**src/common/tscb_pkg.sv**
```systemverilog
// Function
// host_mode_override clear: device picks power mode; set: follow power_state_request
// config_done clear holds device in setup window, no sensing
// watchdog_en set enables watchdog; clearing acts only after next reset
// switch_change_evt_en gates events on switch_pin toggles
// aux and grid retune happen only while their enables are set
// switch_input_en activates switch input; switch_polarity 0 low, 1 high active
// near_evt_en gates events on channel proximity changes
// contact_evt_en gates touch events; click_evt_en gates snap events
// aux_near_evt_en gates events on alternate channel proximity changes
// retune_evt_en gates events on retune completion
// pad_evt_en gates finger events; motion_pattern_evt_en gates gesture events
// event_driven_comms clear: window every cycle; set: only on enabled event
// moving_avg_en, recursive_smooth_en, aux_count_smooth_en enable their filters
// recursive_damping_fixed clear: dynamic damping; set: fixed damping
// charging_style 0 projected, 1 self; receiver_bank_sel 0 group A, 1 B
// bidirectional_near set allows proximity trigger in both count directions
// aux_lowpower_channel_en makes low-power modes sense with alternate channel
// each aux mask bit includes its electrode when one
// remap bit 0 receiver, 1 transmitter; register only on small variants
// noise_detect_en, receiver_idle_float act; host writes two low bits zero
// sense_clock_sel doubles clock from 125 kHz at 000 to 16 MHz at 111; code truncates the divider, giving about 20.8 MHz at 111
// analog gap half cycle or about 10 ns; phase_stretch adds half cycle
// power_state_request acts only under host control; 000 active to 100 deepest
// unused bits read zero and ignore writes
package tscb_pkg;
   // ----------------------------------------
   // register indices
   // ----------------------------------------
   localparam logic [3:0] REG_SYS = 4'h0;
   localparam logic [3:0] REG_EVT = 4'h1;
   localparam logic [3:0] REG_FLT = 4'h2;
   localparam logic [3:0] REG_AUX = 4'h3;
   localparam logic [3:0] REG_REMAP = 4'h4;
   localparam logic [3:0] REG_HWA = 4'h5;
   localparam logic [3:0] REG_HWB = 4'h6;
   localparam logic [3:0] REG_PSR = 4'h7;
   localparam logic [3:0] REG_RXM_H = 4'h8;
   localparam logic [3:0] REG_RXM_L = 4'h9;
   localparam logic [3:0] REG_TXM_H = 4'hA;
   localparam logic [3:0] REG_TXM_L = 4'hB;
   // ----------------------------------------
   // writable masks and reset values
   // ----------------------------------------
   localparam logic [7:0] MASK_SYS = 8'hFF;
   localparam logic [7:0] MASK_EVT = 8'hFF;
   localparam logic [7:0] MASK_FLT = 8'h0F;
   localparam logic [7:0] MASK_AUX = 8'hF0;
   localparam logic [7:0] MASK_HWA = 8'h24;
   localparam logic [7:0] MASK_HWB = 8'h73;
   localparam logic [7:0] MASK_PSR = 8'h07;
   localparam logic [7:0] RST_CFG = 8'h00;
   // ----------------------------------------
   // field positions
   // ----------------------------------------
   localparam int B_MANUAL = 7;
   localparam int B_DONE = 6;
   localparam int B_WDT = 5;
   localparam int B_SWEVT = 4;
   localparam int B_AUXRT = 3;
   localparam int B_GRIDRT = 2;
   localparam int B_SWPOL = 1;
   localparam int B_SWEN = 0;
   localparam int B_NEAR = 7;
   localparam int B_CONTACT = 6;
   localparam int B_CLICK = 5;
   localparam int B_AUXNEAR = 4;
   localparam int B_RTEVT = 3;
   localparam int B_PAD = 2;
   localparam int B_GEST = 1;
   localparam int B_EVMODE = 0;
   localparam int B_ND = 5;
   localparam int B_FLOAT = 2;
   localparam int B_GAP = 1;
   localparam int B_STRETCH = 0;
   localparam int CKSEL_LSB = 4;
   // ----------------------------------------
   // power modes and timing
   // ----------------------------------------
   localparam logic [2:0] MODE_ACTIVE = 3'h0;
   localparam logic [2:0] MODE_DEEPEST = 3'h4;
   localparam int CLK_MHZ = 125;
   localparam int SENSE_BASE_KHZ = 125;
   localparam int SENSE_BASE_DIV = CLK_MHZ * 1000 / (SENSE_BASE_KHZ * 2);
endpackage

```
**src/core/tscb_sync.sv**
```systemverilog
`timescale 1ns/1ns
module tscb_sync (
   // clock
   input wire logic clk_in,
   input wire logic rst_in,
   input wire logic ce_in,
   // pin
   input wire logic pin_in,
   output logic level_out
);
   logic s1_r;
   logic s2_r;
   logic s3_r;

   always_ff @(posedge clk_in) begin
      if (rst_in) begin
         s1_r <= 1'b0;
         s2_r <= 1'b0;
         s3_r <= 1'b0;
         level_out <= 1'b0;
      end else if (ce_in) begin
         s1_r <= pin_in;
         s2_r <= s1_r;
         s3_r <= s2_r;
         if (s2_r == s3_r) begin
            level_out <= s3_r;
         end
      end
   end
endmodule

```
**src/core/tscb_bank.sv**
```systemverilog
`timescale 1ns/1ns
module tscb_bank #(
   parameter bit SMALL_VARIANT = 1'b1,
   parameter int AUX_MASK_W = 16
) (
   // clock and reset
   input wire logic clk_in,
   input wire logic rst_in,
   input wire logic ce_in,
   // register port
   input wire logic wr_en_in,
   input wire logic rd_en_in,
   input wire logic [3:0] addr_in,
   input wire logic [7:0] wdata_in,
   output logic [7:0] rdata_out,
   output logic rvalid_out,
   // pins
   input wire logic switch_pin_in,
   // sensing core events
   input wire logic cycle_end_in,
   input wire logic near_chg_in,
   input wire logic contact_chg_in,
   input wire logic click_chg_in,
   input wire logic aux_near_chg_in,
   input wire logic retune_done_in,
   input wire logic pad_act_in,
   input wire logic gesture_in,
   input wire logic [2:0] auto_mode_in,
   input wire logic count_up_in,
   input wire logic count_down_in,
   // controls to sensing core
   output logic [2:0] power_mode_out,
   output logic sensing_en_out,
   output logic watchdog_en_out,
   output logic switch_active_out,
   output logic aux_retune_en_out,
   output logic grid_retune_en_out,
   output logic comm_window_out,
   output logic event_out,
   output logic moving_avg_out,
   output logic recursive_out,
   output logic damping_fixed_out,
   output logic aux_smooth_out,
   output logic self_charge_out,
   output logic bank_b_out,
   output logic near_trig_out,
   output logic use_aux_channel_out,
   output logic [AUX_MASK_W-1:0] aux_receiver_member_out,
   output logic [AUX_MASK_W-1:0] aux_transmit_member_out,
   output logic [7:0] electrode_tx_out,
   output logic noise_detect_out,
   output logic rx_float_out,
   output logic sense_clk_out,
   output logic gap_short_out,
   output logic [1:0] up_extra_half_out,
   output logic [1:0] pass_extra_half_out
);
   // mask widths the ports cannot carry are refused at elaboration
   if (AUX_MASK_W < 1 || AUX_MASK_W > 16) begin
      $error("AUX_MASK_W must be 1..16");
   end

   // ----------------------------------------
   // storage
   // ----------------------------------------
   logic [7:0] sys_r;
   logic [7:0] evt_r;
   logic [7:0] flt_r;
   logic [7:0] aux_r;
   logic [7:0] remap_r;
   logic [7:0] hwa_r;
   logic [7:0] hwb_r;
   logic [7:0] psr_r;
   logic [15:0] rxm_r;
   logic [15:0] txm_r;
   logic wdt_r;
   logic sw_lvl;
   logic sw_prev_r;
   logic [2:0] auto_mode_r;

   function automatic logic [7:0] wmask(input logic [7:0] m, input logic [7:0] d);
      return d & m;
   endfunction

   function automatic logic wr_hit(input logic [3:0] a, input logic [3:0] idx, input logic we);
      return we && (a == idx);
   endfunction

   always_ff @(posedge clk_in) begin
      if (rst_in) begin
         sys_r <= tscb_pkg::RST_CFG;
         evt_r <= tscb_pkg::RST_CFG;
         flt_r <= tscb_pkg::RST_CFG;
         aux_r <= tscb_pkg::RST_CFG;
         remap_r <= tscb_pkg::RST_CFG;
         hwa_r <= tscb_pkg::RST_CFG;
         hwb_r <= tscb_pkg::RST_CFG;
         psr_r <= tscb_pkg::RST_CFG;
      end else if (ce_in) begin
         // unused positions never store a one
         if (wr_hit(addr_in, tscb_pkg::REG_SYS, wr_en_in)) begin
            sys_r <= wmask(tscb_pkg::MASK_SYS, wdata_in);
         end
         if (wr_hit(addr_in, tscb_pkg::REG_EVT, wr_en_in)) begin
            evt_r <= wmask(tscb_pkg::MASK_EVT, wdata_in);
         end
         if (wr_hit(addr_in, tscb_pkg::REG_FLT, wr_en_in)) begin
            flt_r <= wmask(tscb_pkg::MASK_FLT, wdata_in);
         end
         if (wr_hit(addr_in, tscb_pkg::REG_AUX, wr_en_in)) begin
            aux_r <= wmask(tscb_pkg::MASK_AUX, wdata_in);
         end
         if (SMALL_VARIANT && wr_hit(addr_in, tscb_pkg::REG_REMAP, wr_en_in)) begin
            remap_r <= wdata_in;
         end
         if (wr_hit(addr_in, tscb_pkg::REG_HWA, wr_en_in)) begin
            hwa_r <= wmask(tscb_pkg::MASK_HWA, wdata_in);
         end
         if (wr_hit(addr_in, tscb_pkg::REG_HWB, wr_en_in)) begin
            hwb_r <= wmask(tscb_pkg::MASK_HWB, wdata_in);
         end
         if (wr_hit(addr_in, tscb_pkg::REG_PSR, wr_en_in)) begin
            psr_r <= wmask(tscb_pkg::MASK_PSR, wdata_in);
         end
      end
   end

   // mask registers, sent high byte then low byte
   always_ff @(posedge clk_in) begin
      if (rst_in) begin
         rxm_r <= 16'h0000;
         txm_r <= 16'h0000;
      end else if (ce_in) begin
         if (wr_hit(addr_in, tscb_pkg::REG_RXM_H, wr_en_in)) begin
            rxm_r[15:8] <= wdata_in;
         end
         if (wr_hit(addr_in, tscb_pkg::REG_RXM_L, wr_en_in)) begin
            rxm_r[7:0] <= wdata_in;
         end
         if (wr_hit(addr_in, tscb_pkg::REG_TXM_H, wr_en_in)) begin
            txm_r[15:8] <= wdata_in;
         end
         if (wr_hit(addr_in, tscb_pkg::REG_TXM_L, wr_en_in)) begin
            txm_r[7:0] <= wdata_in;
         end
      end
   end

   // ----------------------------------------
   // read port
   // ----------------------------------------
   logic [15:0] rxm_v;
   logic [15:0] txm_v;
   assign rxm_v = rxm_r & 16'((32'h1 << AUX_MASK_W) - 1);
   assign txm_v = txm_r & 16'((32'h1 << AUX_MASK_W) - 1);

   always_ff @(posedge clk_in) begin
      if (rst_in) begin
         rdata_out <= 8'h00;
         rvalid_out <= 1'b0;
      end else if (ce_in) begin
         rvalid_out <= rd_en_in;
         if (rd_en_in) begin
            case (addr_in)
               tscb_pkg::REG_SYS: rdata_out <= sys_r;
               tscb_pkg::REG_EVT: rdata_out <= evt_r;
               tscb_pkg::REG_FLT: rdata_out <= flt_r;
               tscb_pkg::REG_AUX: rdata_out <= aux_r;
               tscb_pkg::REG_REMAP: rdata_out <= SMALL_VARIANT ? remap_r : 8'h00;
               tscb_pkg::REG_HWA: rdata_out <= hwa_r;
               tscb_pkg::REG_HWB: rdata_out <= hwb_r;
               tscb_pkg::REG_PSR: rdata_out <= psr_r;
               tscb_pkg::REG_RXM_H: rdata_out <= rxm_v[15:8];
               tscb_pkg::REG_RXM_L: rdata_out <= rxm_v[7:0];
               tscb_pkg::REG_TXM_H: rdata_out <= txm_v[15:8];
               tscb_pkg::REG_TXM_L: rdata_out <= txm_v[7:0];
               default: rdata_out <= 8'h00;
            endcase
         end
      end
   end

   // ----------------------------------------
   // system control
   // ----------------------------------------
   // watchdog latches on, only a reset turns it off
   always_ff @(posedge clk_in) begin
      if (rst_in) begin
         wdt_r <= 1'b0;
      end else if (ce_in && sys_r[tscb_pkg::B_WDT]) begin
         wdt_r <= 1'b1;
      end
   end
   assign watchdog_en_out = wdt_r;

   assign sensing_en_out = sys_r[tscb_pkg::B_DONE];

   always_ff @(posedge clk_in) begin
      if (rst_in) begin
         auto_mode_r <= tscb_pkg::MODE_ACTIVE;
      end else if (ce_in) begin
         auto_mode_r <= (auto_mode_in > tscb_pkg::MODE_DEEPEST) ? tscb_pkg::MODE_DEEPEST : auto_mode_in;
      end
   end

   always_ff @(posedge clk_in) begin
      if (rst_in) begin
         power_mode_out <= tscb_pkg::MODE_ACTIVE;
      end else if (ce_in) begin
         if (!sys_r[tscb_pkg::B_DONE]) begin
            power_mode_out <= tscb_pkg::MODE_ACTIVE;
         end else if (sys_r[tscb_pkg::B_MANUAL]) begin
            power_mode_out <= (psr_r[2:0] > tscb_pkg::MODE_DEEPEST) ? power_mode_out : psr_r[2:0];
         end else begin
            power_mode_out <= auto_mode_r;
         end
      end
   end

   // switch input
   tscb_sync u_sw_sync (
      .clk_in(clk_in),
      .rst_in(rst_in),
      .ce_in(ce_in),
      .pin_in(switch_pin_in),
      .level_out(sw_lvl)
   );

   always_ff @(posedge clk_in) begin
      if (rst_in) begin
         sw_prev_r <= 1'b0;
      end else if (ce_in) begin
         sw_prev_r <= sw_lvl;
      end
   end

   logic sw_en;
   logic sw_toggle;
   assign sw_en = sys_r[tscb_pkg::B_SWEN];
   assign switch_active_out = sw_en && (sw_lvl == sys_r[tscb_pkg::B_SWPOL]);
   assign sw_toggle = sw_en && (sw_lvl != sw_prev_r) && sys_r[tscb_pkg::B_SWEVT];

   assign aux_retune_en_out = sys_r[tscb_pkg::B_DONE] && sys_r[tscb_pkg::B_AUXRT];
   assign grid_retune_en_out = sys_r[tscb_pkg::B_DONE] && sys_r[tscb_pkg::B_GRIDRT];

   // ----------------------------------------
   // events and comm window
   // ----------------------------------------
   logic evt_now;
   logic evt_pend_r;
   assign evt_now = sw_toggle
      || (near_chg_in && evt_r[tscb_pkg::B_NEAR])
      || (contact_chg_in && evt_r[tscb_pkg::B_CONTACT])
      || (click_chg_in && evt_r[tscb_pkg::B_CLICK])
      || (aux_near_chg_in && evt_r[tscb_pkg::B_AUXNEAR])
      || (retune_done_in && evt_r[tscb_pkg::B_RTEVT])
      || (pad_act_in && evt_r[tscb_pkg::B_PAD])
      || (gesture_in && evt_r[tscb_pkg::B_GEST]);

   // an event in the cycle-end cycle joins this window
   always_ff @(posedge clk_in) begin
      if (rst_in) begin
         evt_pend_r <= 1'b0;
         event_out <= 1'b0;
         comm_window_out <= 1'b0;
      end else if (ce_in) begin
         event_out <= evt_now;
         comm_window_out <= 1'b0;
         if (cycle_end_in && sys_r[tscb_pkg::B_DONE]) begin
            evt_pend_r <= 1'b0;
            comm_window_out <= !evt_r[tscb_pkg::B_EVMODE] || evt_pend_r || evt_now;
         end else if (evt_now) begin
            evt_pend_r <= 1'b1;
         end
      end
   end

   // ----------------------------------------
   // filters and channel setup
   // ----------------------------------------
   assign moving_avg_out = flt_r[1];
   assign recursive_out = flt_r[0];
   assign aux_smooth_out = flt_r[3];
   assign damping_fixed_out = flt_r[2];
   assign self_charge_out = aux_r[7];
   assign bank_b_out = aux_r[6];
   // self sensing moves counts down, projected moves them up
   assign near_trig_out = aux_r[5] ? (count_up_in || count_down_in)
                                  : (aux_r[7] ? count_down_in : count_up_in);
   assign use_aux_channel_out = aux_r[4] && (power_mode_out >= 3'h3);
   assign aux_receiver_member_out = rxm_r[AUX_MASK_W-1:0];
   assign aux_transmit_member_out = txm_r[AUX_MASK_W-1:0];
   assign electrode_tx_out = SMALL_VARIANT ? remap_r : 8'h00;
   assign noise_detect_out = hwa_r[tscb_pkg::B_ND];
   assign rx_float_out = hwa_r[tscb_pkg::B_FLOAT];

   // ----------------------------------------
   // sensing clock and phase timing
   // ----------------------------------------
   logic [2:0] cksel;
   logic [9:0] half_div;
   logic [9:0] div_cnt_r;
   assign cksel = hwb_r[tscb_pkg::CKSEL_LSB +: 3];
   // half period in core cycles, floored at one
   assign half_div = (10'(tscb_pkg::SENSE_BASE_DIV) >> cksel) == 10'h000 ? 10'h001
                     : (10'(tscb_pkg::SENSE_BASE_DIV) >> cksel);

   always_ff @(posedge clk_in) begin
      if (rst_in) begin
         div_cnt_r <= 10'h000;
         sense_clk_out <= 1'b0;
      end else if (ce_in) begin
         if (!sys_r[tscb_pkg::B_DONE]) begin
            div_cnt_r <= 10'h000;
            sense_clk_out <= 1'b0;
         end else if (div_cnt_r + 10'h001 >= half_div) begin
            div_cnt_r <= 10'h000;
            sense_clk_out <= !sense_clk_out;
         end else begin
            div_cnt_r <= div_cnt_r + 10'h001;
         end
      end
   end

   // timing in half sensing cycles added to each phase
   assign gap_short_out = hwb_r[tscb_pkg::B_GAP];
   assign up_extra_half_out = 2'({1'b0, hwb_r[tscb_pkg::B_GAP]} * 2'h2) + 2'({1'b0, hwb_r[tscb_pkg::B_STRETCH]});
   assign pass_extra_half_out = {1'b0, hwb_r[tscb_pkg::B_STRETCH]};

   // ----------------------------------------
   // checks
   // ----------------------------------------
   wdt_sticky_a: assert property (@(posedge clk_in) disable iff (rst_in)
      $past(wdt_r) && !$past(rst_in) |-> wdt_r) else $error("watchdog cleared without reset");
   setup_hold_a: assert property (@(posedge clk_in) disable iff (rst_in)
      ce_in && !sys_r[tscb_pkg::B_DONE]
      |=> !comm_window_out && !sense_clk_out && (power_mode_out == tscb_pkg::MODE_ACTIVE))
      else $error("sensing in setup");
   unused_zero_a: assert property (@(posedge clk_in) disable iff (rst_in)
      (flt_r[7:4] == 4'h0) && (aux_r[3:0] == 4'h0) && (hwa_r[1:0] == 2'b00)) else $error("unused bit set");
   host_mode_a: assert property (@(posedge clk_in) disable iff (rst_in)
      ce_in && sys_r[6] && sys_r[7] && psr_r[2:0] <= 3'h4 && $stable(psr_r) && $stable(sys_r)
      |=> power_mode_out == $past(psr_r[2:0])) else $error("host mode not followed");
   stream_win_a: assert property (@(posedge clk_in) disable iff (rst_in)
      ce_in && cycle_end_in && sys_r[6] && !evt_r[0] |=> comm_window_out) else $error("missing window");
   event_win_a: assert property (@(posedge clk_in) disable iff (rst_in)
      comm_window_out && $past(evt_r[0]) |-> $past(evt_pend_r || evt_now)) else $error("window without event");
   switch_mute_a: assert property (@(posedge clk_in) disable iff (rst_in)
      !sys_r[tscb_pkg::B_SWEN] |-> !sw_toggle && !switch_active_out) else $error("switch active while off");
   near_dir_a: assert property (@(posedge clk_in) disable iff (rst_in)
      !aux_r[5] && !aux_r[7] && count_down_in && !count_up_in |-> !near_trig_out) else $error("reverse trigger");
endmodule

```
**config.mk**
```make
export PLATFORM = sky130hd
export DESIGN_NAME = tscb_bank
export DESIGN_NICKNAME = d
export VERILOG_FILES = /design/src/common/tscb_pkg.sv /design/src/core/tscb_sync.sv /design/src/core/tscb_bank.sv
export SDC_FILE = /design/constraint.sdc
export NUM_CORES = 1
export LEC_CHECK = 0
export BUFFER_PORTS_ARGS = -buffer_cell sky130_fd_sc_hd__buf_2
export CAP_MARGIN = 25
export CORE_MARGIN = 2
export CORE_UTILIZATION = 36
export DETAILED_ROUTE_END_ITERATION = 12
export GPL_TIMING_DRIVEN = 0
export HOLD_SLACK_MARGIN = 0.02
export PLACE_DENSITY_LB_ADDON = 0.1
export SYNTH_ARGS = -nofsm -noshare
export SYNTH_HDL_FRONTEND = slang
export SYNTH_HIERARCHICAL = 1
export SYNTH_SLANG_ARGS = --single-unit
```
**constraint.sdc**
```tcl
create_clock -name clk_in -period 2.7 [get_ports clk_in]
set_input_delay 0.675 -clock clk_in [delete_from_list [all_inputs] [get_ports clk_in]]
set_output_delay 0.675 -clock clk_in [all_outputs]
set_load 0.01 [all_outputs]
```
# After elaboration in Yosys (flattened, before gate mapping)
# Index checks and enable logic that the tools add are counted.
# Widths: inputs -> output; s select.
# op_classes
add_sub_neg	2
mul	0
div_mod_pow	0
order_cmp	4
eq_ne	16
shift	1
n_mux	15
bitwise	0
reduce_logical	59
# op_table
cell	count
$pmux 8 s12	1
$reduce_and 2->1	17
$mux 10	3
$logic_and 1x1->1	27
$eq 4x3->1 const B	4
$eq 4x4->1 const B	4
$mux 3	4
$add 10x1->10 const B	1
$ge 10x10->1	1
$logic_not 10->1	1
$logic_or 1x1->1	10
$shr 9x3->10 const A	1
$eq 4x2->1 const B	2
$mux 1	7
$gt 3x3->1 const B	2
$eq 4x1->1 const B	1
$logic_not 4->1	1
$ge 3x2->1 const B	1
$ne 3x3->1 const B	1
$add 2x1->2	1
$eq 1x1->1	2
$logic_not 1->1	2
$ne 2x1->1 const B	1
$reduce_bool 2->1	1
$ne 1x1->1	1
# word_totals
reg_bits	109
latch_bits	0
mem_bits_rw	0
rom_bits	0
inputBits	31
output_inout_bits	75
word_cells	124
mem_count	0

# Depth between registers and ports, before layout
# Gate-level depths: netlist of the first run.
# depth
ltp_word	12
mapped_depth	11
mapped_depth_nobuf	11

# Cells and area by module
# The synthesis of the first run kept the hierarchy.
# modules_own_cells
module	instances	cells_per_inst	area_per_inst_um2	seq_area_each_um2
tscb_bank	1	576	5101.1	2102.0
tscb_sync	1	16	171.4	80.1

# Least setup slack after synthesis of the first run
# OpenSTA, ideal clock, no wires.
# synth_path
kind	register to register
start	register div_cnt_r[2]
end	register div_cnt_r[0]
setup_time_ns	0.070
arrival_ns	2.543
required_time_ns	2.630
setup_slack_ns	0.086
stages_incl_launch_ff	11
path_buffers	0
synth_period_minus_slack_ns	2.614
cell_sequence	dfxtp_1 > and4_4 > nand4_1 > xnor2_1 > ha_1 > a211o_1 > a21oi_1 > o211ai_1 > a311o_1 > or3_1 > a21oi_1
# synth_between
elab_chain_cells	4
# synth_lines
element	line	source
start: declaration	tscb_bank.sv:302	logic [9:0] div_cnt_r;
start signal: assignment	tscb_bank.sv:320	div_cnt_r <= div_cnt_r + 10'h001;
$add 10x1->10	tscb_bank.sv:316	end else if (div_cnt_r + 10'h001 >= half_div) begin
$ge 10x10->1	tscb_bank.sv:316	
$mux 10	tscb_bank.sv:316	
$mux 10	tscb_bank.sv:313	if (!sys_r[tscb_pkg::B_DONE]) begin
# Every way passes these cells.
# A chain may end at the register's enable or synchronous reset.

# Final worst setup path of the first run
# layout_path
start	register div_cnt_r[0]
end	register div_cnt_r[0]
# layout_between
elab_chain_cells	4
# layout_lines
element	line
$add 10x1->10 *	tscb_bank.sv:316, tscb_bank.sv:320
$ge 10x10->1	tscb_bank.sv:316
$mux 10 *	tscb_bank.sv:316
$mux 10 *	tscb_bank.sv:313
# Mark *: on every way between the ends. The rest lies on a longest branch, timed or not.

==> results of run 1 <==
==> logic make-up after synthesis <==
logic type,count (synthesis)
fa+ha+maj,10
compound gates,121
mux,76
flops,109
other cells,1
simple gates,212
xor+xnor,9
buf+inv,54
==> area by class of cell <==
class                           count  area, um^2  share of cell area
Inverter                            3        11.3             0.00178
Sequential cell                   109        2190               0.346
Multi-Input combinational cell    429        2880               0.454
Buffer                             50         220              0.0347
Clock buffer                       10         239              0.0377
Tap cell                          184         230              0.0363
Clock inverter                      5        61.3             0.00966
Timing Repair Buffer               98         505              0.0797
==> where the power goes <==
part / leakage (uW) / switching, uW / internal, uW
logic: 0.00159 / 182 / 80.8
registers: 0.000883 / 14.1 / 1620
clock network: 0.000137 / 630 / 742
==> metrics by stage <==
| stage | power (uW) | hold slack (ns) | instances |
|---|---|---|---|
| 2_1_floorplan | 1830 | 0.444 | 592 |
| 3_3_place_gp | 1930 | 0.462 | 868 |
| 3_5_place_dp | 1940 | 0.463 | 868 |
| 4_1_cts | 3300 | 0.476 | 887 |
| 5_1_grt | 3370 | 0.484 | 888 |
| 6_report | 3270 | 0.472 | 888 |
==> flip-flops by register name, indices dropped and copies added, names as in the netlist, 2 cells and up <==
name                     count
auto_mode_r                  3
aux_r                        4
aux_receiver_member_out     16
aux_transmit_member_out     16
div_cnt_r                   10
electrode_tx_out             8
evt_r                        8
flt_r                        4
hwa_r                        2
hwb_r                        5
power_mode_out               3
psr_r                        3
rdata_out                    8
sys_r                        8
==> layout by cell type (no fill, tap or decap), types with 5 or more instances in the layout <==
cell,count
dfxtp_1,105
buf_2,101
nor2_1,79
mux2i_1,60
nand2_1,45
a21oi_1,43
clkbuf_1,32
nand3_1,23
o21ai_0,17
a22o_1,15
mux2_2,14
nand2b_1,13
buf_4,11
nand4_1,9
a22oi_1,9
ha_1,9
clkbuf_16,9
nor2b_1,8
and2_1,5
nor3_1,5
a221oi_1,5
==> per-layer routing <==
| layer | GRT usage | vias up | share of wire |
|---|---|---|---|
| met3 | 0.0398 | 19 | 0.053 |
| met4 | 0.0601 | 0 | 0.017 |
| li1 | - | 2329 | - |
| met1 | 0.295 | 2340 | 0.46 |
| met5 | 0 | - | 0 |
| met2 | 0.356 | 153 | 0.47 |
==> worst reg2reg max path: cells and delay by family (launching register included) <==
family / cells / cell delay, ns
simple gates: 3 / 0.68
flops: 1 / 0.37
fa+ha+maj: 1 / 0.31
xor+xnor: 1 / 0.19
compound gates: 5 / 1.03
==> how the worst max path moves through the flow <==
| stage | end | depth (start not counted) | slack [ns] |
|---|---|---|---|
| finish | div_cnt_r[0] | 10 | 0.03 |
| global route | div_cnt_r[0] | 10 | -0.08 |
| CTS | div_cnt_r[0] | 11 | 0.01 |
| detailed placement | div_cnt_r[2] | 10 | -0.26 |
| global placement | div_cnt_r[2] | 10 | -0.20 |
| floorplan | div_cnt_r[0] | 10 | 0.09 |
==> timing repair <==
item,in CTS,in global routing
gates resized for setup,11,1
hold buffers,0,0
gates cloned,0,0
pin swaps,6,0
setup endpoints to repair,10,8
buffers inserted,5,1
==> out/qor.csv, run 1 <==
metric;value;unit
status;complete, no violations;
Clock transition at path regs;0.07;ns
fmax;0.375;GHz
post-synth top area cell;dfxtp_1;
top_reg_cell synth;dfxtp_1;
I/O pins;106;
synth cell count leaders;dfxtp_1 (109), nor2_1 (79), mux2i_1 (60);
Largest delay share family, worst path;compound AO/OA/AOI/OAI gates;
GRT Resource Usage Total;0.217;
TritonCTS buffer count;9;
Antenna Nets Post-Route;0;
r2r endpoint;div_cnt_r[0];
vias per cell;5.45;
Worst setup SP type;register;
vias in the first global route;4506;
Crit Path Class;reg -> reg;
cells along the critical path;and4_4 -> nand4_1 -> xnor2_2 -> ha_1 -> a211o_1 -> a21oi_1 -> o211ai_1 -> a311o_2 -> or3_1 -> a21oi_1;
CTS root buffer;clkbuf_16;
FF-to-FF setup slack;0.03;ns
CP Capture Type;register;
Synth top area share;0.414;
Avg Cell Area, Syn;8.91;um^2
Place WS;-0.263;ns
Synth Area in Simple Gates;0.196;
Compound-Gate Fraction of Synth Area;0.154;
final core utilization;0.440;
cell area after layout;6340;um^2
number of synthesized flops with an enable pin;0;
critical path arrival;2.95;ns
Synthesis Warnings;6;
peak supply drop;344;uV
Clock Skew;0.00570;ns
H-tree depth;3;
Antenna Cells;0;
Cell variety after synth;57;
reg2reg path depth;10;
combinational family with the most area after synthesis;simple AND/OR/NAND/NOR gates;
worst path buffer plus inverter count;0;
Die Wd;125;um
Crit path largest cell delay;0.40;ns
count leader, synth;dfxtp_1;
post-detailed-route wirelength per cell;19.3;um
Hold Crit Endpoint;power_mode_out[1];
final period utilization;0.988;
critical path's slowest cell;a311o_2;
final wirelength;17200;um
# rows;44;
P&R area growth vs syn;20.3;%
multiplexer share of the synthesized area;0.152;
FFs w/ async S/R, synth;0;
fin crit period;2.67;ns
Iter 0 DRT Violations;363;
CP most frequent cell;a21oi_1;
hold path cells;2;
Core Area;14400;um^2
hold path start;power_mode_out[1];
initial antenna violation count;0;
final setup fails;0;
Layout fillers;1467;
Max clock buf depth;2;
Critical path origin;div_cnt_r[0];
relative slew slack;0.467;
final worst slack;0.0331;ns
Hold Violations, Final;0;
Placed Area;5960;um^2
Hold Path Class;reg -> reg;
Clk Latency, worst-skew pair;0.36;ns
post-synthesis sequential area ratio;0.414;
RSZ-0062 raised after global routing;true;
Cells after Synth;592;
Pleak;0.00261;uW
max-slew violation count;0;
PortBufs;92;
initial core utilization;0.366;
worst r2r src;div_cnt_r[0];
WP data required;2.99;ns
detailed placer's ending HPWL;12900;um
Worst Tran Pin Value;0.800;ns
clk sinks;109;
CTS tree;done;
final setup TNS;0;ns
Pre-antenna DRT Iters;5;
via count;4841;
routability cong.;0.899;
Die Y;125;um
Post-Synth XOR/XNOR Area;0.0150;
Worst Path Max Fanout;5;
DRC Markers;0;
Nets;741;
total congestion overflow;0;
Seq cells post-synth;109;
Post-Synth Adder-Cell Area;0.0237;
Synthesized Nets;633;
global-route wire length before repair;26100;um
Power Dens Cells;515;nW/um^2
layout cell share with drive strength beyond 1;0.234;
Die Area;15600;um^2
largest net degree at the start of global routing;18;
top cells by area, synth;dfxtp_1 (41%), mux2i_1 (11%), nor2_1 (5.6%);
max_cap viols;0;
area of the mapped netlist;5270;um^2
No activity file was read; power rests on OpenSTA's default activity.
==> run 2: changes to the inputs <==
MAX_ROUTING_LAYER = met4   (was default)
clock period = 2.9 ns   (was 2.7 ns; I/O delays follow)
==> run 2 against run 1 <==
Net effect:
- maximum frequency fell by 2.1%
- first-iteration DRC count grew 15%
- die area is the same
- critical endpoint unchanged
- power fell by 8.6%
- routed wire length up 0.49%
- non-clock buffer count fell by 1
- via count is essentially flat
- design area down 0.47%
- largest cell class unchanged
- final cell count unchanged
- global-route usage up 1.0 points
- combinational power shrank 6%
==> out/qor.csv, run 2 (synthesis results as in run 1) <==
metric;value;unit;change
Hold Violations, Final;0;;unchanged
Net Sw Power;783;uW;was 827 uW
Min Hold Slack;0.477;ns;was 0.472 ns
RSZ-0062 raised after global routing;false;;was true
GRT Resource Usage Total;0.228;;was 0.217
TritonCTS buffer count;9;;unchanged
peak supply drop;283;uV;was 344 uV
Clock transition at path regs;0.08;ns;was 0.07 ns
routability cong.;0.902;;was 0.899
DRC Markers;0;;unchanged
critical path arrival;3.00;ns;was 2.95 ns
hold path cells;2;;unchanged
Iter 0 DRT Violations;416;;was 363
CTS root buffer;clkbuf_16;;unchanged
vias per cell;5.45;;about the same
via count;4843;;was 4841
commonest cells after routing, fill and taps aside;dfxtp_1 (105), buf_2 (101), nor2_1 (78), mux2i_1 (60), nand2_1 (45);;was dfxtp_1 (105), buf_2 (101), nor2_1 (79), mux2i_1 (60), nand2_1 (45)
final setup TNS;0;ns;unchanged
sw frac;0.262;;was 0.253
vias in the first global route;4670;;was 4506
detailed placer's ending HPWL;12800;um;was 12900 um
power share of the sequential group;0.510;;was 0.500
Antenna Cells;0;;unchanged
Worst Path Max Fanout;5;;unchanged
Hold Path Class;reg -> reg;;unchanged
Clock Skew;0.0106;ns;was 0.00570 ns
status;complete, no violations;;unchanged
Critical path origin;div_cnt_r[3];;was div_cnt_r[0]
Max clock buf depth;2;;unchanged
worst r2r src;div_cnt_r[3];;was div_cnt_r[0]
Layout fillers;1504;;was 1467
largest net degree at the start of global routing;20;;was 18
Power Dens Cells;473;nW/um^2;was 515 nW/um^2
clk sinks;109;;unchanged
FF+latch area;2190;um^2;about the same
CTS tree;done;;unchanged
post-route non-filler standard cell count;888;;unchanged
final setup fails;0;;unchanged
Clk Latency, worst-skew pair;0.36;ns;about the same
max-slew violation count;0;;unchanged
PortBufs;92;;unchanged
Crit Path Class;reg -> reg;;unchanged
Pleak;0.00261;uW;about the same
reg2reg path depth;10;;unchanged
P&R area growth vs syn;19.7;%;was 20.3%
max_cap viols;0;;unchanged
Die Area;15600;um^2;unchanged
commonest non-fill, non-tap cell in the layout;dfxtp_1;;unchanged
Die Wd;125;um;unchanged
H-tree depth;3;;unchanged
final core utilization;0.438;;was 0.440
hold path start;power_mode_out[2];;was power_mode_out[1]
Pre-antenna DRT Iters;5;;unchanged
fin crit period;2.72;ns;was 2.67 ns
Power Internal;2210;uW;was 2440 uW
Clock power frac;0.408;;was 0.420
final wirelength;17300;um;was 17200 um
final period utilization;0.939;;was 0.988
fmax;0.367;GHz;was 0.375 GHz
relative slew slack;0.456;;was 0.467
CP Capture Type;register;;unchanged
Core Area;14400;um^2;unchanged
Worst Tran Pin Value;0.809;ns;was 0.800 ns
Placed Instances;868;;unchanged
Worst setup SP type;register;;unchanged
post-detailed-route wirelength per cell;19.4;um;was 19.3 um
I/O pins;106;;unchanged
initial core utilization;0.366;;unchanged
initial antenna violation count;0;;unchanged
Multi-input gate area;2870;um^2;was 2880 um^2
WP data required;3.18;ns;was 2.99 ns
Nets;740;;was 741
global-route wire length before repair;26800;um;was 26100 um
layout cell share with drive strength beyond 1;0.236;;was 0.234
Combinational Power Share;0.083;;was 0.080
# rows;44;;unchanged
Die Y;125;um;unchanged
total congestion overflow;0;;unchanged
Antenna Nets Post-Route;0;;unchanged
## run 2: cell count changes in the layout (fill, tap and decap cells not counted), moves of 2 or more
cell / delta
dfxtp_4: -2
dfxtp_2: +2
clkinvlp_4: -2
inv_6: +3
## run 2: repair_timing
action / in CTS / in global routing
endpoints found under the setup margin: 8 / 10
gates resized for setup: 3 / 7
buffers inserted: 0 / 5
hold buffers: 0 / 0
pin swaps: 0 / 3
## run 2: power by group through the flow
stage / combinational (uW) / clock, uW / sequential (uW)
after global placement: 242 / 0 / 1560
after floorplan: 145 / 0 / 1560
after CTS: 245 / 1250 / 1520
after detailed placement: 244 / 0 / 1560
final: 247 / 1220 / 1520
after global routing: 266 / 1310 / 1530
## run 2: worst max-delay path, cell delays in order, from the launching register on
cell,delay (ns)
dfxtp_2,0.37
and4_4,0.26
nand4_1,0.15
xnor2_2,0.19
ha_1,0.31
a211o_1,0.30
a21oi_1,0.11
o211ai_1,0.11
a311o_2,0.40
or3_1,0.32
a21oi_1,0.13
## run 2: worst paths after layout
kind | slack [ns] | endpoint
setup / recovery | 0.18 | div_cnt_r[0]
hold / removal | 0.48 | power_mode_out[2]
setup reg to reg | 0.18 | div_cnt_r[0]
hold reg to reg | 0.48 | power_mode_out[2]
## run 2: per-layer routing
layer / share of wire / GRT usage
met4: 0.016 / 0.0562
met2: 0.47 / 0.352
met5: 0 / -
met3: 0.063 / 0.0522
met1: 0.45 / 0.304
## run 2: layout make-up
| class | instances | share of cell area |
|---|---|---|
| Buffer | 50 | 0.0349 |
| Clock buffer | 10 | 0.0379 |
| Clock inverter | 6 | 0.00813 |
| Inverter | 3 | 0.00178 |
| Multi-Input combinational cell | 429 | 0.455 |
| Sequential cell | 109 | 0.347 |
| Tap cell | 184 | 0.0365 |
| Timing Repair Buffer | 97 | 0.0789 |
## run 2: metrics by stage
stage                     area, um^2  total power, uW  setup WS, ns
after floorplan                 5270             1710         0.286
after global placement          5960             1800      -0.00155
after global routing            6310             3100       0.00150
after detailed placement        5960             1800       -0.0648
final                           6310             2990         0.177
after CTS                       6270             3020        0.0135
==> run 3: changes to the inputs <==
CORE_UTILIZATION = 45   (was 36)
==> run 3 against run 2 <==
Net effect:
- routed wire length down 5.6%
- maximum frequency is 1.6% lower
- combinational power about the same
- final cell count fell by 5.0%
- critical path type unchanged
- largest cell class unchanged
- highest routed layer unchanged
==> out/qor.csv, run 3 (synthesis results as in run 1) <==
metric;value;unit;change
status;complete, no violations;;unchanged
max_cap viols;0;;unchanged
Nets;737;;was 740
TritonCTS buffer count;9;;unchanged
Multi-input gate area;2880;um^2;was 2870 um^2
FF-to-FF setup slack;0.13;ns;was 0.18 ns
peak supply drop;440;uV;was 283 uV
CP Capture Type;register;;unchanged
Hold Path Class;reg -> reg;;unchanged
Crit Path Class;reg -> reg;;unchanged
PortBufs;92;;unchanged
Pleak;0.00260;uW;was 0.00261 uW
vias per cell;5.83;;was 5.45
fin crit period;2.77;ns;was 2.72 ns
GRT Resource Usage Total;0.265;;was 0.228
Placed Instances;827;;was 868
worst r2r src;div_cnt_r[3];;unchanged
max-slew violation count;0;;unchanged
Clock transition at path regs;0.07;ns;was 0.08 ns
most used routing layer;met2;;unchanged
DRC Markers;0;;unchanged
relative slew slack;0.440;;was 0.456
hold path cells;2;;unchanged
WP data required;3.18;ns;about the same
initial core utilization;0.462;;was 0.366
r2r endpoint;div_cnt_r[0];;unchanged
post-detailed-route wirelength per cell;19.3;um;was 19.4 um
largest net degree at the start of global routing;18;;was 20
commonest cells after routing, fill and taps aside;dfxtp_1 (105), buf_2 (101), nor2_1 (79), mux2i_1 (60), nand2_1 (45);;was dfxtp_1 (105), buf_2 (101), nor2_1 (78), mux2i_1 (60), nand2_1 (45)
M1 GR Usage;0.372;;was 0.304
commonest non-fill, non-tap cell in the layout;dfxtp_1;;unchanged
post-route non-filler standard cell count;844;;was 888
global-route wire length before repair;24900;um;was 26800 um
I/O pins;106;;unchanged
Die Area;12600;um^2;was 15600 um^2
Die Wd;112;um;was 125 um
CTS root buffer;clkbuf_16;;unchanged
Die Y;112;um;was 125 um
hold path start;power_mode_out[1];;was power_mode_out[2]
P&R area growth vs syn;18.6;%;was 19.7%
Worst Path Max Fanout;6;;was 5
clk sinks;109;;unchanged
routing usage on met3;0.0545;;was 0.0522
Pre-antenna DRT Iters;5;;unchanged
Core Area;11400;um^2;was 14400 um^2
initial antenna violation count;0;;unchanged
final core utilization;0.548;;was 0.438
final setup fails;0;;unchanged
routability cong.;0.957;;was 0.902
Clock Skew;0.00816;ns;was 0.0106 ns
met2 usage;0.396;;was 0.352
Power Dens Cells;478;nW/um^2;was 473 nW/um^2
Hold Crit Endpoint;power_mode_out[1];;was power_mode_out[2]
Max clock buf depth;2;;unchanged
H-tree depth;3;;unchanged
layout cell share with drive strength beyond 1;0.233;;was 0.236
detailed placer's ending HPWL;12000;um;was 12800 um
Iter 0 DRT Violations;509;;was 416
Layout fillers;1075;;was 1504
Worst setup SP type;register;;unchanged
Hold Violations, Final;0;;unchanged
critical path arrival;3.05;ns;was 3.00 ns
Worst Tran Pin Value;0.840;ns;was 0.809 ns
Final Power;2990;uW;about the same
fmax;0.362;GHz;was 0.367 GHz
CTS tree;done;;unchanged
vias in the first global route;4434;;was 4670
via count;4917;;was 4843
total congestion overflow;0;;unchanged
final wirelength;16300;um;was 17300 um
Clk Latency, worst-skew pair;0.36;ns;about the same
Antenna Nets Post-Route;0;;unchanged
reg2reg path depth;10;;unchanged
CTS Hold Bufs;0;;unchanged
Antenna Cells;0;;unchanged
# rows;39;;was 44
final period utilization;0.954;;was 0.939
FF+latch area;2190;um^2;about the same
[run 3: where the power goes]
| group | switching [uW] | total (uW) | leakage, uW | internal, uW |
|---|---|---|---|---|
| Sequential | 12.8 | 1520 | 0.000883 | 1510 |
| Combinational | 169 | 244 | 0.00157 | 75.1 |
| Clock | 563 | 1220 | 0.000145 | 657 |
| Total | 745 | 2990 | 0.00260 | 2240 |
[run 3: how the worst max path moves through the flow]
stage                    to         start  slack, ns
2_1_floorplan  div_cnt_r[0]  div_cnt_r[2]       0.29
3_3_place_gp   div_cnt_r[2]  div_cnt_r[2]       0.03
3_5_place_dp   div_cnt_r[2]  div_cnt_r[2]      -0.07
4_1_cts        div_cnt_r[0]  div_cnt_r[3]       0.01
5_1_grt        div_cnt_r[2]  div_cnt_r[0]      -0.01
6_report       div_cnt_r[0]  div_cnt_r[3]       0.13
[run 3: critical path, cell delays in order (launching register included)]
cell	delay [ns]
dfxtp_4	0.37
and4_4	0.25
nand4_1	0.15
xnor2_2	0.19
ha_1	0.31
a211o_1	0.31
a21oi_2	0.10
o211ai_1	0.11
a311o_2	0.42
or3_1	0.33
a21oi_1	0.13
[run 3: routing by layer]
layer,part of all wire,vias to the layer above
met5,0,-
met4,0.016,0
met3,0.062,25
met2,0.46,174
met1,0.46,2402
li1,-,2316
[run 3: stage by stage]
| step | hold slack (ns) | cell area [um^2] | setup WS (ns) | setup TNS (ns) |
|---|---|---|---|---|
| floorplan | 0.444 | 5270 | 0.286 | 0 |
| global placement | 0.459 | 5910 | 0.0297 | 0 |
| detailed placement | 0.464 | 5910 | -0.0716 | -0.457 |
| CTS | 0.474 | 6220 | 0.0142 | 0 |
| global route | 0.492 | 6250 | -0.0102 | -0.0102 |
| finish | 0.472 | 6250 | 0.134 | 0 |
[run 3: area by class of cell]
cell class / instances / share of cell area
sequential: 109 / 0.351
clock buffer: 12 / 0.0426
multi-input combinational: 429 / 0.460
clock inverter: 4 / 0.00480
inverter: 3 / 0.00180
timing repair buffer: 94 / 0.0760
buffer: 50 / 0.0352
tap: 143 / 0.0286
[run 3: what timing repair did]
action,in CTS,in global routing
gates cloned,0,0
pin swaps,0,3
setup endpoints to repair,8,9
resized for setup,5,7
buffers inserted,0,2
